## src/rtl/rft_pkg.sv

```systemverilog
package rft_pkg;
  // command codes and answer codes on the link
  localparam logic [7:0] RFT_CMD_PROTO     = 8'h02;
  localparam logic [7:0] RFT_CMD_REG_WRITE = 8'h09;
  localparam logic [7:0] RFT_RES_OK        = 8'h00;
  localparam logic [7:0] RFT_RES_ERR       = 8'h82;
  localparam logic [7:0] RFT_LEN_SHORT     = 8'h03;
  localparam logic [7:0] RFT_LEN_LONG      = 8'h04;
  localparam logic [7:0] RFT_LEN_PROTO     = 8'h02;
  localparam logic [7:0] RFT_INC_FLAG      = 8'h01;
  // register addresses, indexes and confirmation bytes
  localparam logic [7:0] RFT_ADDR_FILTER   = 8'h0a;
  localparam logic [7:0] RFT_ADDR_WINDOW   = 8'h3a;
  localparam logic [7:0] RFT_ADDR_ANALOG   = 8'h68;
  localparam logic [7:0] RFT_IDX_ANALOG    = 8'h01;
  localparam logic [7:0] RFT_IDX_CUT       = 8'h07;
  localparam logic [7:0] RFT_CONF_WINDOW   = 8'h04;
  localparam logic [7:0] RFT_CONF_FILTER   = 8'ha1;
  localparam logic [7:0] RFT_FILTER_ON     = 8'h02;
  localparam int         RFT_CUT_POS       = 4;
  // window default and host-side limits
  localparam logic [7:0] RFT_WINDOW_RESET  = 8'h52;
  localparam logic [7:0] RFT_WINDOW_MIN    = 8'h50;
  localparam logic [7:0] RFT_WINDOW_MAX    = 8'h60;
  // protocol codes and per-protocol analog defaults
  localparam logic [7:0] RFT_P_15693       = 8'h01;
  localparam logic [7:0] RFT_P_14443A      = 8'h02;
  localparam logic [7:0] RFT_P_14443B      = 8'h03;
  localparam logic [7:0] RFT_P_18092       = 8'h04;
  localparam int         RFT_DEPTH_POS     = 4;
  localparam logic [7:0] RFT_ARC_14443A    = 8'hdf;
  localparam logic [7:0] RFT_ARC_14443B    = 8'h2f;
  localparam logic [7:0] RFT_ARC_18092     = 8'h5f;
  localparam logic [7:0] RFT_ARC_15693_30  = 8'h53;
  localparam logic [7:0] RFT_ARC_15693_100 = 8'hd3;
  localparam logic [7:0] RFT_ARC_RESET     = 8'hdf;
  // host register map (AXI4-Lite byte addresses)
  localparam logic [3:0] RFT_REG_CMD       = 4'h0;
  localparam logic [3:0] RFT_REG_DATA      = 4'h4;
  localparam logic [3:0] RFT_REG_CTRL      = 4'h8;
  localparam logic [3:0] RFT_REG_STATUS    = 4'hc;
  localparam logic [1:0] RFT_RESP_OKAY     = 2'b00;
  localparam logic [1:0] RFT_RESP_SLVERR   = 2'b10;
endpackage

```

## src/rtl/rft_link_if.sv

```systemverilog
`timescale 1ns/1ps
`default_nettype none
interface rft_link_if (
  input wire logic aclk,
  input wire logic aresetn
);
  logic       cmd_valid;
  logic       cmd_ready;
  logic [7:0] cmd_byte;
  logic       rsp_valid;
  logic       rsp_ready;
  logic [7:0] rsp_byte;
  modport dev  (input cmd_valid, cmd_byte, rsp_ready, output cmd_ready, rsp_valid, rsp_byte);
  modport host (output cmd_valid, cmd_byte, rsp_ready, input cmd_ready, rsp_valid, rsp_byte);
endinterface
`default_nettype wire

```

## src/rtl/rft_host.sv

```systemverilog
`timescale 1ns/1ps
`default_nettype none
module rft_host
  import rft_pkg::*;
(
  input  wire logic        aclk,
  input  wire logic        aresetn,
  rft_link_if.host         link,
  input  wire logic [3:0]  s_axi_awaddr,
  input  wire logic        s_axi_awvalid,
  output logic             s_axi_awready,
  input  wire logic [31:0] s_axi_wdata,
  input  wire logic [3:0]  s_axi_wstrb,
  input  wire logic        s_axi_wvalid,
  output logic             s_axi_wready,
  output logic [1:0]       s_axi_bresp,
  output logic             s_axi_bvalid,
  input  wire logic        s_axi_bready,
  input  wire logic [3:0]  s_axi_araddr,
  input  wire logic        s_axi_arvalid,
  output logic             s_axi_arready,
  output logic [31:0]      s_axi_rdata,
  output logic [1:0]       s_axi_rresp,
  output logic             s_axi_rvalid,
  input  wire logic        s_axi_rready
);

  typedef enum logic [2:0] {
    H_IDLE,
    H_CODE,
    H_LEN,
    H_BODY,
    H_RCODE,
    H_RLEN,
    H_SKIP
  } rft_host_state_t;

  typedef struct packed {
    rft_host_state_t st;
    logic            aw_got;
    logic [3:0]      awaddr;
    logic            w_got;
    logic [31:0]     wdata;
    logic [3:0]      wstrb;
    logic            bvalid;
    logic [1:0]      bresp;
    logic            rvalid;
    logic [31:0]     rdata;
    logic [1:0]      rresp;
    logic [15:0]     cmd;
    logic [31:0]     data;
    logic [7:0]      cnt;
    logic            done;
    logic            refused;
    logic [7:0]      result;
    logic [7:0]      rlen;
    logic [7:0]      proto;
    logic            depth30;
  } rft_host_s_t;

  rft_host_s_t s;
  rft_host_s_t next_s;

  logic [31:0] mask;
  logic [7:0]  b0;
  logic [7:0]  b2;
  logic [7:0]  b3;
  logic        gain_ok;
  logic        mod_ok;
  logic        bad;

  assign b0 = s.data[7:0];
  assign b2 = s.data[23:16];
  assign b3 = s.data[31:24];

  always_comb begin
    mask    = {{8{s.wstrb[3]}}, {8{s.wstrb[2]}}, {8{s.wstrb[1]}}, {8{s.wstrb[0]}}};
    gain_ok = (b3[3:0] == 4'h0) || (b3[3:0] == 4'h1) || (b3[3:0] == 4'h3)
           || (b3[3:0] == 4'h7) || (b3[3:0] == 4'hf);
    case (s.proto)
      RFT_P_14443A: mod_ok = (b3[7:4] == 4'hd);
      RFT_P_14443B: mod_ok = (b3[7:4] >= 4'h1) && (b3[7:4] <= 4'h4);
      RFT_P_18092:  mod_ok = (b3[7:4] >= 4'h1) && (b3[7:4] <= 4'h4);
      RFT_P_15693:  mod_ok = s.depth30 ? ((b3[7:4] >= 4'h4) && (b3[7:4] <= 4'h6))
                                       : (b3[7:4] == 4'hd);
      default:      mod_ok = 1'b1;
    endcase
    bad = 1'b0;
    if (s.cmd[7:0] == RFT_CMD_REG_WRITE) begin
      if ((s.cmd[15:8] != RFT_LEN_SHORT) && (s.cmd[15:8] != RFT_LEN_LONG)) begin
        bad = 1'b1;
      end else if (s.cmd[15:8] == RFT_LEN_LONG) begin
        if ((b0 == RFT_ADDR_ANALOG) && (b2 == RFT_IDX_ANALOG) && !(gain_ok && mod_ok)) begin
          bad = 1'b1;
        end
        if ((b0 == RFT_ADDR_WINDOW) && ((b2 < RFT_WINDOW_MIN) || (b2 > RFT_WINDOW_MAX))) begin
          bad = 1'b1;
        end
      end
    end
  end

  assign s_axi_awready  = !s.aw_got && !s.bvalid;
  assign s_axi_wready   = !s.w_got && !s.bvalid;
  assign s_axi_arready  = !s.rvalid;
  assign link.cmd_valid = (s.st == H_CODE) || (s.st == H_LEN) || (s.st == H_BODY);
  assign link.rsp_ready = (s.st == H_RCODE) || (s.st == H_RLEN) || (s.st == H_SKIP);

  always_comb begin
    next_s = s;
    if (s_axi_awvalid && s_axi_awready) begin
      next_s.aw_got = 1'b1;
      next_s.awaddr = s_axi_awaddr;
    end
    if (s_axi_wvalid && s_axi_wready) begin
      next_s.w_got = 1'b1;
      next_s.wdata = s_axi_wdata;
      next_s.wstrb = s_axi_wstrb;
    end
    if (s.bvalid && s_axi_bready) begin
      next_s.bvalid = 1'b0;
    end
    if (s.aw_got && s.w_got) begin
      next_s.aw_got = 1'b0;
      next_s.w_got  = 1'b0;
      next_s.bvalid = 1'b1;
      next_s.bresp  = RFT_RESP_OKAY;
      case ({s.awaddr[3:2], 2'b00})
        RFT_REG_CMD:  next_s.cmd  = s.cmd & ~mask[15:0] | s.wdata[15:0] & mask[15:0];
        RFT_REG_DATA: next_s.data = s.data & ~mask | s.wdata & mask;
        RFT_REG_CTRL: begin
          // a start while busy is dropped: one command on the link at a time
          if (s.wstrb[0] && s.wdata[0] && (s.st == H_IDLE)) begin
            next_s.done    = 1'b0;
            next_s.refused = bad;
            next_s.st      = bad ? H_IDLE : H_CODE;
            next_s.cnt     = 8'h00;
          end
        end
        default: next_s.bresp = RFT_RESP_SLVERR;
      endcase
    end
    if (s.rvalid && s_axi_rready) begin
      next_s.rvalid = 1'b0;
    end
    if (s_axi_arvalid && s_axi_arready) begin
      next_s.rvalid = 1'b1;
      next_s.rresp  = RFT_RESP_OKAY;
      case ({s_axi_araddr[3:2], 2'b00})
        RFT_REG_CMD:    next_s.rdata = {16'h0000, s.cmd};
        RFT_REG_DATA:   next_s.rdata = s.data;
        RFT_REG_CTRL:   next_s.rdata = 32'h0000_0000;
        RFT_REG_STATUS: next_s.rdata = {8'h00, s.rlen, s.result, 5'h00, s.refused, s.done,
                                        (s.st != H_IDLE)};
        default: begin
          next_s.rdata = 32'h0000_0000;
          next_s.rresp = RFT_RESP_SLVERR;
        end
      endcase
    end
    case (s.st)
      H_IDLE: next_s.st = next_s.st;
      H_CODE: begin
        if (link.cmd_ready) begin
          next_s.st = H_LEN;
        end
      end
      H_LEN: begin
        if (link.cmd_ready) begin
          next_s.st = (s.cmd[15:8] == 8'h00) ? H_RCODE : H_BODY;
        end
      end
      H_BODY: begin
        if (link.cmd_ready) begin
          next_s.cnt = s.cnt + 8'h01;
          if (s.cnt + 8'h01 == s.cmd[15:8]) begin
            next_s.st = H_RCODE;
          end
        end
      end
      H_RCODE: begin
        if (link.rsp_valid) begin
          next_s.result = link.rsp_byte;
          next_s.st     = H_RLEN;
        end
      end
      H_RLEN: begin
        if (link.rsp_valid) begin
          next_s.rlen = link.rsp_byte;
          next_s.cnt  = 8'h00;
          if (link.rsp_byte == 8'h00) begin
            next_s.st   = H_IDLE;
            next_s.done = 1'b1;
            // protocol is tracked only once the device has accepted it
            if ((s.cmd[7:0] == RFT_CMD_PROTO) && (s.result == RFT_RES_OK)) begin
              next_s.proto   = b0;
              next_s.depth30 = s.data[8 + RFT_DEPTH_POS];
            end
          end else begin
            next_s.st = H_SKIP;
          end
        end
      end
      H_SKIP: begin
        if (link.rsp_valid) begin
          next_s.cnt = s.cnt + 8'h01;
          if (s.cnt + 8'h01 == s.rlen) begin
            next_s.st   = H_IDLE;
            next_s.done = 1'b1;
          end
        end
      end
      default: next_s.st = H_IDLE;
    endcase
  end

  always_comb begin
    case (s.st)
      H_CODE:  link.cmd_byte = s.cmd[7:0];
      H_LEN:   link.cmd_byte = s.cmd[15:8];
      H_BODY:  link.cmd_byte = (s.cnt < 8'h04) ? s.data[{s.cnt[1:0], 3'b000} +: 8] : 8'h00;
      default: link.cmd_byte = 8'h00;
    endcase
  end

  always_ff @(posedge aclk) begin
    if (!aresetn) begin
      s    <= '0;
      s.st <= H_IDLE;
    end else begin
      s <= next_s;
    end
  end

  assign s_axi_bvalid = s.bvalid;
  assign s_axi_bresp  = s.bresp;
  assign s_axi_rvalid = s.rvalid;
  assign s_axi_rdata  = s.rdata;
  assign s_axi_rresp  = s.rresp;

endmodule
`default_nettype wire

```

## src/flat_wrapper.sv

```systemverilog
// flat-port wrapper written by rule: the top's interface ports become plain ports
module rft_host_flat import rft_pkg::*;
  (aclk, aresetn, s_axi_awaddr, s_axi_awvalid, s_axi_awready, s_axi_wdata, s_axi_wstrb, s_axi_wvalid, s_axi_wready, s_axi_bresp, s_axi_bvalid, s_axi_bready, s_axi_araddr, s_axi_arvalid, s_axi_arready, s_axi_rdata, s_axi_rresp, s_axi_rvalid, s_axi_rready, link_cmd_valid, link_cmd_byte, link_rsp_ready, link_cmd_ready, link_rsp_valid, link_rsp_byte);
  rft_link_if link_i (.aclk(aclk), .aresetn(aresetn));
  input  wire logic aclk;
  input  wire logic aresetn;
  input  wire logic [3:0] s_axi_awaddr;
  input  wire logic s_axi_awvalid;
  output logic s_axi_awready;
  input  wire logic [31:0] s_axi_wdata;
  input  wire logic [3:0] s_axi_wstrb;
  input  wire logic s_axi_wvalid;
  output logic s_axi_wready;
  output logic [1:0] s_axi_bresp;
  output logic s_axi_bvalid;
  input  wire logic s_axi_bready;
  input  wire logic [3:0] s_axi_araddr;
  input  wire logic s_axi_arvalid;
  output logic s_axi_arready;
  output logic [31:0] s_axi_rdata;
  output logic [1:0] s_axi_rresp;
  output logic s_axi_rvalid;
  input  wire logic s_axi_rready;
  output wire logic [$bits(link_i.cmd_valid)-1:0] link_cmd_valid;
  output wire logic [$bits(link_i.cmd_byte)-1:0] link_cmd_byte;
  output wire logic [$bits(link_i.rsp_ready)-1:0] link_rsp_ready;
  input wire logic [$bits(link_i.cmd_ready)-1:0] link_cmd_ready;
  input wire logic [$bits(link_i.rsp_valid)-1:0] link_rsp_valid;
  input wire logic [$bits(link_i.rsp_byte)-1:0] link_rsp_byte;
  assign link_cmd_valid = link_i.cmd_valid;
  assign link_cmd_byte = link_i.cmd_byte;
  assign link_rsp_ready = link_i.rsp_ready;
  assign link_i.cmd_ready = link_cmd_ready;
  assign link_i.rsp_valid = link_rsp_valid;
  assign link_i.rsp_byte = link_rsp_byte;
  rft_host u_core (.aclk(aclk), .aresetn(aresetn), .link(link_i), .s_axi_awaddr(s_axi_awaddr), .s_axi_awvalid(s_axi_awvalid), .s_axi_awready(s_axi_awready), .s_axi_wdata(s_axi_wdata), .s_axi_wstrb(s_axi_wstrb), .s_axi_wvalid(s_axi_wvalid), .s_axi_wready(s_axi_wready), .s_axi_bresp(s_axi_bresp), .s_axi_bvalid(s_axi_bvalid), .s_axi_bready(s_axi_bready), .s_axi_araddr(s_axi_araddr), .s_axi_arvalid(s_axi_arvalid), .s_axi_arready(s_axi_arready), .s_axi_rdata(s_axi_rdata), .s_axi_rresp(s_axi_rresp), .s_axi_rvalid(s_axi_rvalid), .s_axi_rready(s_axi_rready));
endmodule
```

## config.mk

```make
export PLATFORM = sky130hd
export DESIGN_NAME = rft_host_flat
export DESIGN_NICKNAME = d
export VERILOG_FILES = /design/src/rtl/rft_pkg.sv /design/src/rtl/rft_link_if.sv /design/src/rtl/rft_host.sv /design/src/flat_wrapper.sv
export SDC_FILE = /design/constraint.sdc
export NUM_CORES = 1
export LEC_CHECK = 0
export ABC_AREA = 1
export BUFFER_PORTS_ARGS = -buffer_cell sky130_fd_sc_hd__buf_2
export CAP_MARGIN = 20
export CORE_MARGIN = 2
export CORE_UTILIZATION = 52
export DETAILED_ROUTE_END_ITERATION = 8
export PLACE_DENSITY = 0.85
export SLEW_MARGIN = 10
export SYNTH_ARGS = -nofsm -noshare
export SYNTH_HDL_FRONTEND = slang
export SYNTH_SLANG_ARGS = --single-unit
```

## constraint.sdc

```tcl
create_clock -name aclk -period 1.7 [get_ports aclk]
set_input_delay 0.51 -clock aclk [delete_from_list [all_inputs] [get_ports aclk]]
set_output_delay 0.51 -clock aclk [all_outputs]
set_load 0.1 [all_outputs]
```

==> implementation parameters <==
Parameter                              Value

Synth
  Total standard cell area after synthesis ... around 0.0074 mm²
  Post-synthesis average cell area ... 7.014 µm²
  Yosys warns ... 0
  Share of the synthesized area in the top cell type ... 0.4331
  Largest area contributor in the netlist ... dfxtp_1
  Top FF cell, synth ... dfxtp_1
  Most frequent cells after synthesis ... nand2_1, dfxtp_1, o21ai_0
  Sequential fraction of the synthesis area ... 0.4331
  Fraction of registers with async set/reset ... 0
  Post-synthesis cell type count ... 36
  Number of synthesized flops with an enable pin ... 0
  Register bit total from synthesis ... 161
  Number of instances in the synthesized netlist ... approximately 1100
  Leading post-synthesis cells by cell area ... dfxtp_1, nand2_1, o21ai_0
  Most repeated cell in the gate-level netlist after synthesis ... nand2_1

Final layout
  Final std cells w/o fill ... between 1000 and 1500
  Total inserted antenna cells ... 0
  Nets ... 1306
  Post-route core utilization ... 0.7340
  Area growth from synthesis to layout ... 37.42%
  Share of final-layout standard cells stronger than drive strength 1 ... 0.2946

Timing
  Final Hold Violating Endpoints ... 0
  Endpoints failing setup ... 31
  RSZ-0062 raised after global routing ... yes
  Transition time at the pin with the least slew margin ... 578.3 ps
  Worst clock skew ... between 8 and 9 ps
  Min setup slack post-route ... -691.3 ps
  Post-route fraction of the period consumed by the critical path ... 1.407
  Slew Viols, Final ... 0
  Worst max-slew margin expressed relative to the limit ... 0.6139
  Fmax achieved ... ~0.42 GHz
  Time the worst path needs with I/O delays and setup ... between 2000 and 2500 ps

Hold path
  Launch instance of the worst min-delay path ... s_axi_bready
  Worst min-delay path category ... primary input to register
  Count of cells along the worst hold path ... 4

Placed design
  Final RePlAce weighted congestion ... a little under 1
  Placed Cells incl. Taps ... between 1000 and 1500
  PortBufs ... around 100
  HPWL after detailed placement ... 17460 µm

Clock network
  Clk Tree Root Cell ... clkbuf_16
  Maximum clock path buffer count ... 2
  Clock input transition at the sequential cells of the worst setup and hold paths ... around 60 ps
  H-Tree Depth ... 4
  CTS Buf Count ... 17
  Clock insertion delay at the later pin of the skew report ... between 400 and 500 ps
  CTS Hold Bufs ... 0
  TritonCTS sink count ... about 160
  CTS tree ... done

Global routing
  Antenna violations before repair ... 0
  Vias in the first global route ... between 7000 and 8000
  Remaining Overflow, GRT ... 0
  Pin count of the biggest net entering global routing ... 48
  Global-route wire length before repair ... around 37000 µm
  Overall Global Routing Usage ... 0.3191

Drt
  First-pass DRT Iterations ... 6
  Number of vias in the routed layout ... between 8000 and 9000
  Routed wire per std cell ... 17.00 µm
  DRT Wirelength ... 24410 µm
  Average via count per standard cell ... about 5.6
  Final antenna-violating net count ... 0
  Initial DRC Count ... approximately 970
  # DRC ... 0

Floorplan
  DIE AREA ... 0.01528 mm²
  Row cnt ... 43
  Number of top-level pins ... around 110
  Horizontal extent of the die ... between 100 and 150 µm
  Core Area ... about 0.014 mm²
  Initial Utilization ... 0.5341
  Die extent in y ... about 120 µm

Worst setup path
  Worst Setup SP ... u_core.s[27]
  Startpoint Class ... register
  Data required time of the critical path ... ~1200 ps
  Depth of the most critical reg-to-reg path ... 12
  Arrival time at the worst endpoint ... approximately 1900 ps
  Crit Reg-Reg Startpoint ... u_core.s[27]
  Setup crit end kind ... output pin
  Max Fanout on Critical Path ... 7
  Startpoint-to-endpoint class of the critical path ... register to output pin
  Reg-to-reg slack, setup ... -410 ps

Run
  Max capacitance violation total ... 0

Power
  Standby leakage power ... approximately 4.1 nW
  Areal power density over the cells ... ~840 mW/mm²
  Worst vdd rail ir drop ... ~0.76 mV

Outcome
  Outcome ... complete, but fails checks
  Violations in the final reports ... negative setup slack
## cells by family after synthesis
logic type | Yosys count | synth area share
compound gates | 299 | 0.2159
xor+xnor | 5 | 0.005885
fa+ha+maj | 1 | 0.001681
buf+inv | 196 | 0.1192
flops | 161 | 0.4331
other cells | 1 | 0.0005039
simple gates | 398 | 0.2238
## what timing repair did
action | 4_1_cts | 5_1_grt
pin swaps | 31 | 15
endpoints found under the setup margin | 65 | 44
gates resized for setup | 74 | 40
setup buffers | 7 | 3
## routing by layer
layer	wire length (µm)	global-route usage
met1	10030	0.4287
met2	10790	0.4894
met3	2561	0.08013
met4	1031	0.1328
met5	0	0
## critical path: stages (launching register included)
cell and delay [ps]:
dfxtp_4 370, clkinvlp_4 130, buf_6 160, a21oi_1 120, o21ai_0 90, nand2_1 70, inv_1 60, o221ai_4 230
buf_12 210
## cells in the final DEF, fill, tap and decap left out, types with 7 or more instances in the layout
cell type  netlist  final
buf_6            1     11
dfxtp_1        161    152
nand2_2          0     12
a21oi_1        112    106
o21ai_1          6     22
inv_1          109    100
buf_2            1     56
o221ai_4         0      8
nand3_1         41     37
nor2_1         127    115
a31oi_1         18     17
nor3_2           3      7
buf_4           38    157
nor2_2           2      8
o21ai_0        135    118
a22oi_2          0      8
inv_2            3      8
buf_12           0     17
nand4_1         15     15
nand2_1        190    176
clkbuf_16        0     17
## worst paths after layout
path	to
setup / recovery	link_cmd_byte[6]
hold / removal	u_core.s_axi_bvalid
hold reg to reg	u_core.s[25]
setup reg to reg	u_core.s[165]
## stage by stage
| stage | area, µm² | setup TNS, ps | worst slack (ps) | power (mW) | hold WS [ps] |
|---|---|---|---|---|---|
| global route | 10230 | -10080 | -724.1 | 8.834 | 339.4 |
| floorplan | 7833 | -17990 | -974.0 | 4.703 | 430.4 |
| finish | 10230 | -8002 | -691.3 | 8.582 | 318.1 |
| CTS | 10090 | -6380 | -637.8 | 8.543 | 310.7 |
| global placement | 9271 | -6027 | -334.6 | 4.940 | 445.4 |
| detailed placement | 9271 | -6518 | -331.6 | 4.963 | 456.6 |
## power by group
part / internal, mW / switching, mW / total, mW
Combinational: 0.306 / 0.649 / 0.954
Sequential: 3.90 / 0.0915 / 3.99
Clock: 2.13 / 1.51 / 3.64
Total: 6.33 / 2.25 / 8.58
## area by class of cell
type	instances	area, µm²
multi-input cells	706	3814
fillers	1005	3707
flip-flops and latches	161	3244
repair buffers	244	1946
clock buffers	24	481.7
inverters	114	440.4
well taps	180	225.2
clock inverters	7	76.32
Power figures use the tool's default switching activity.
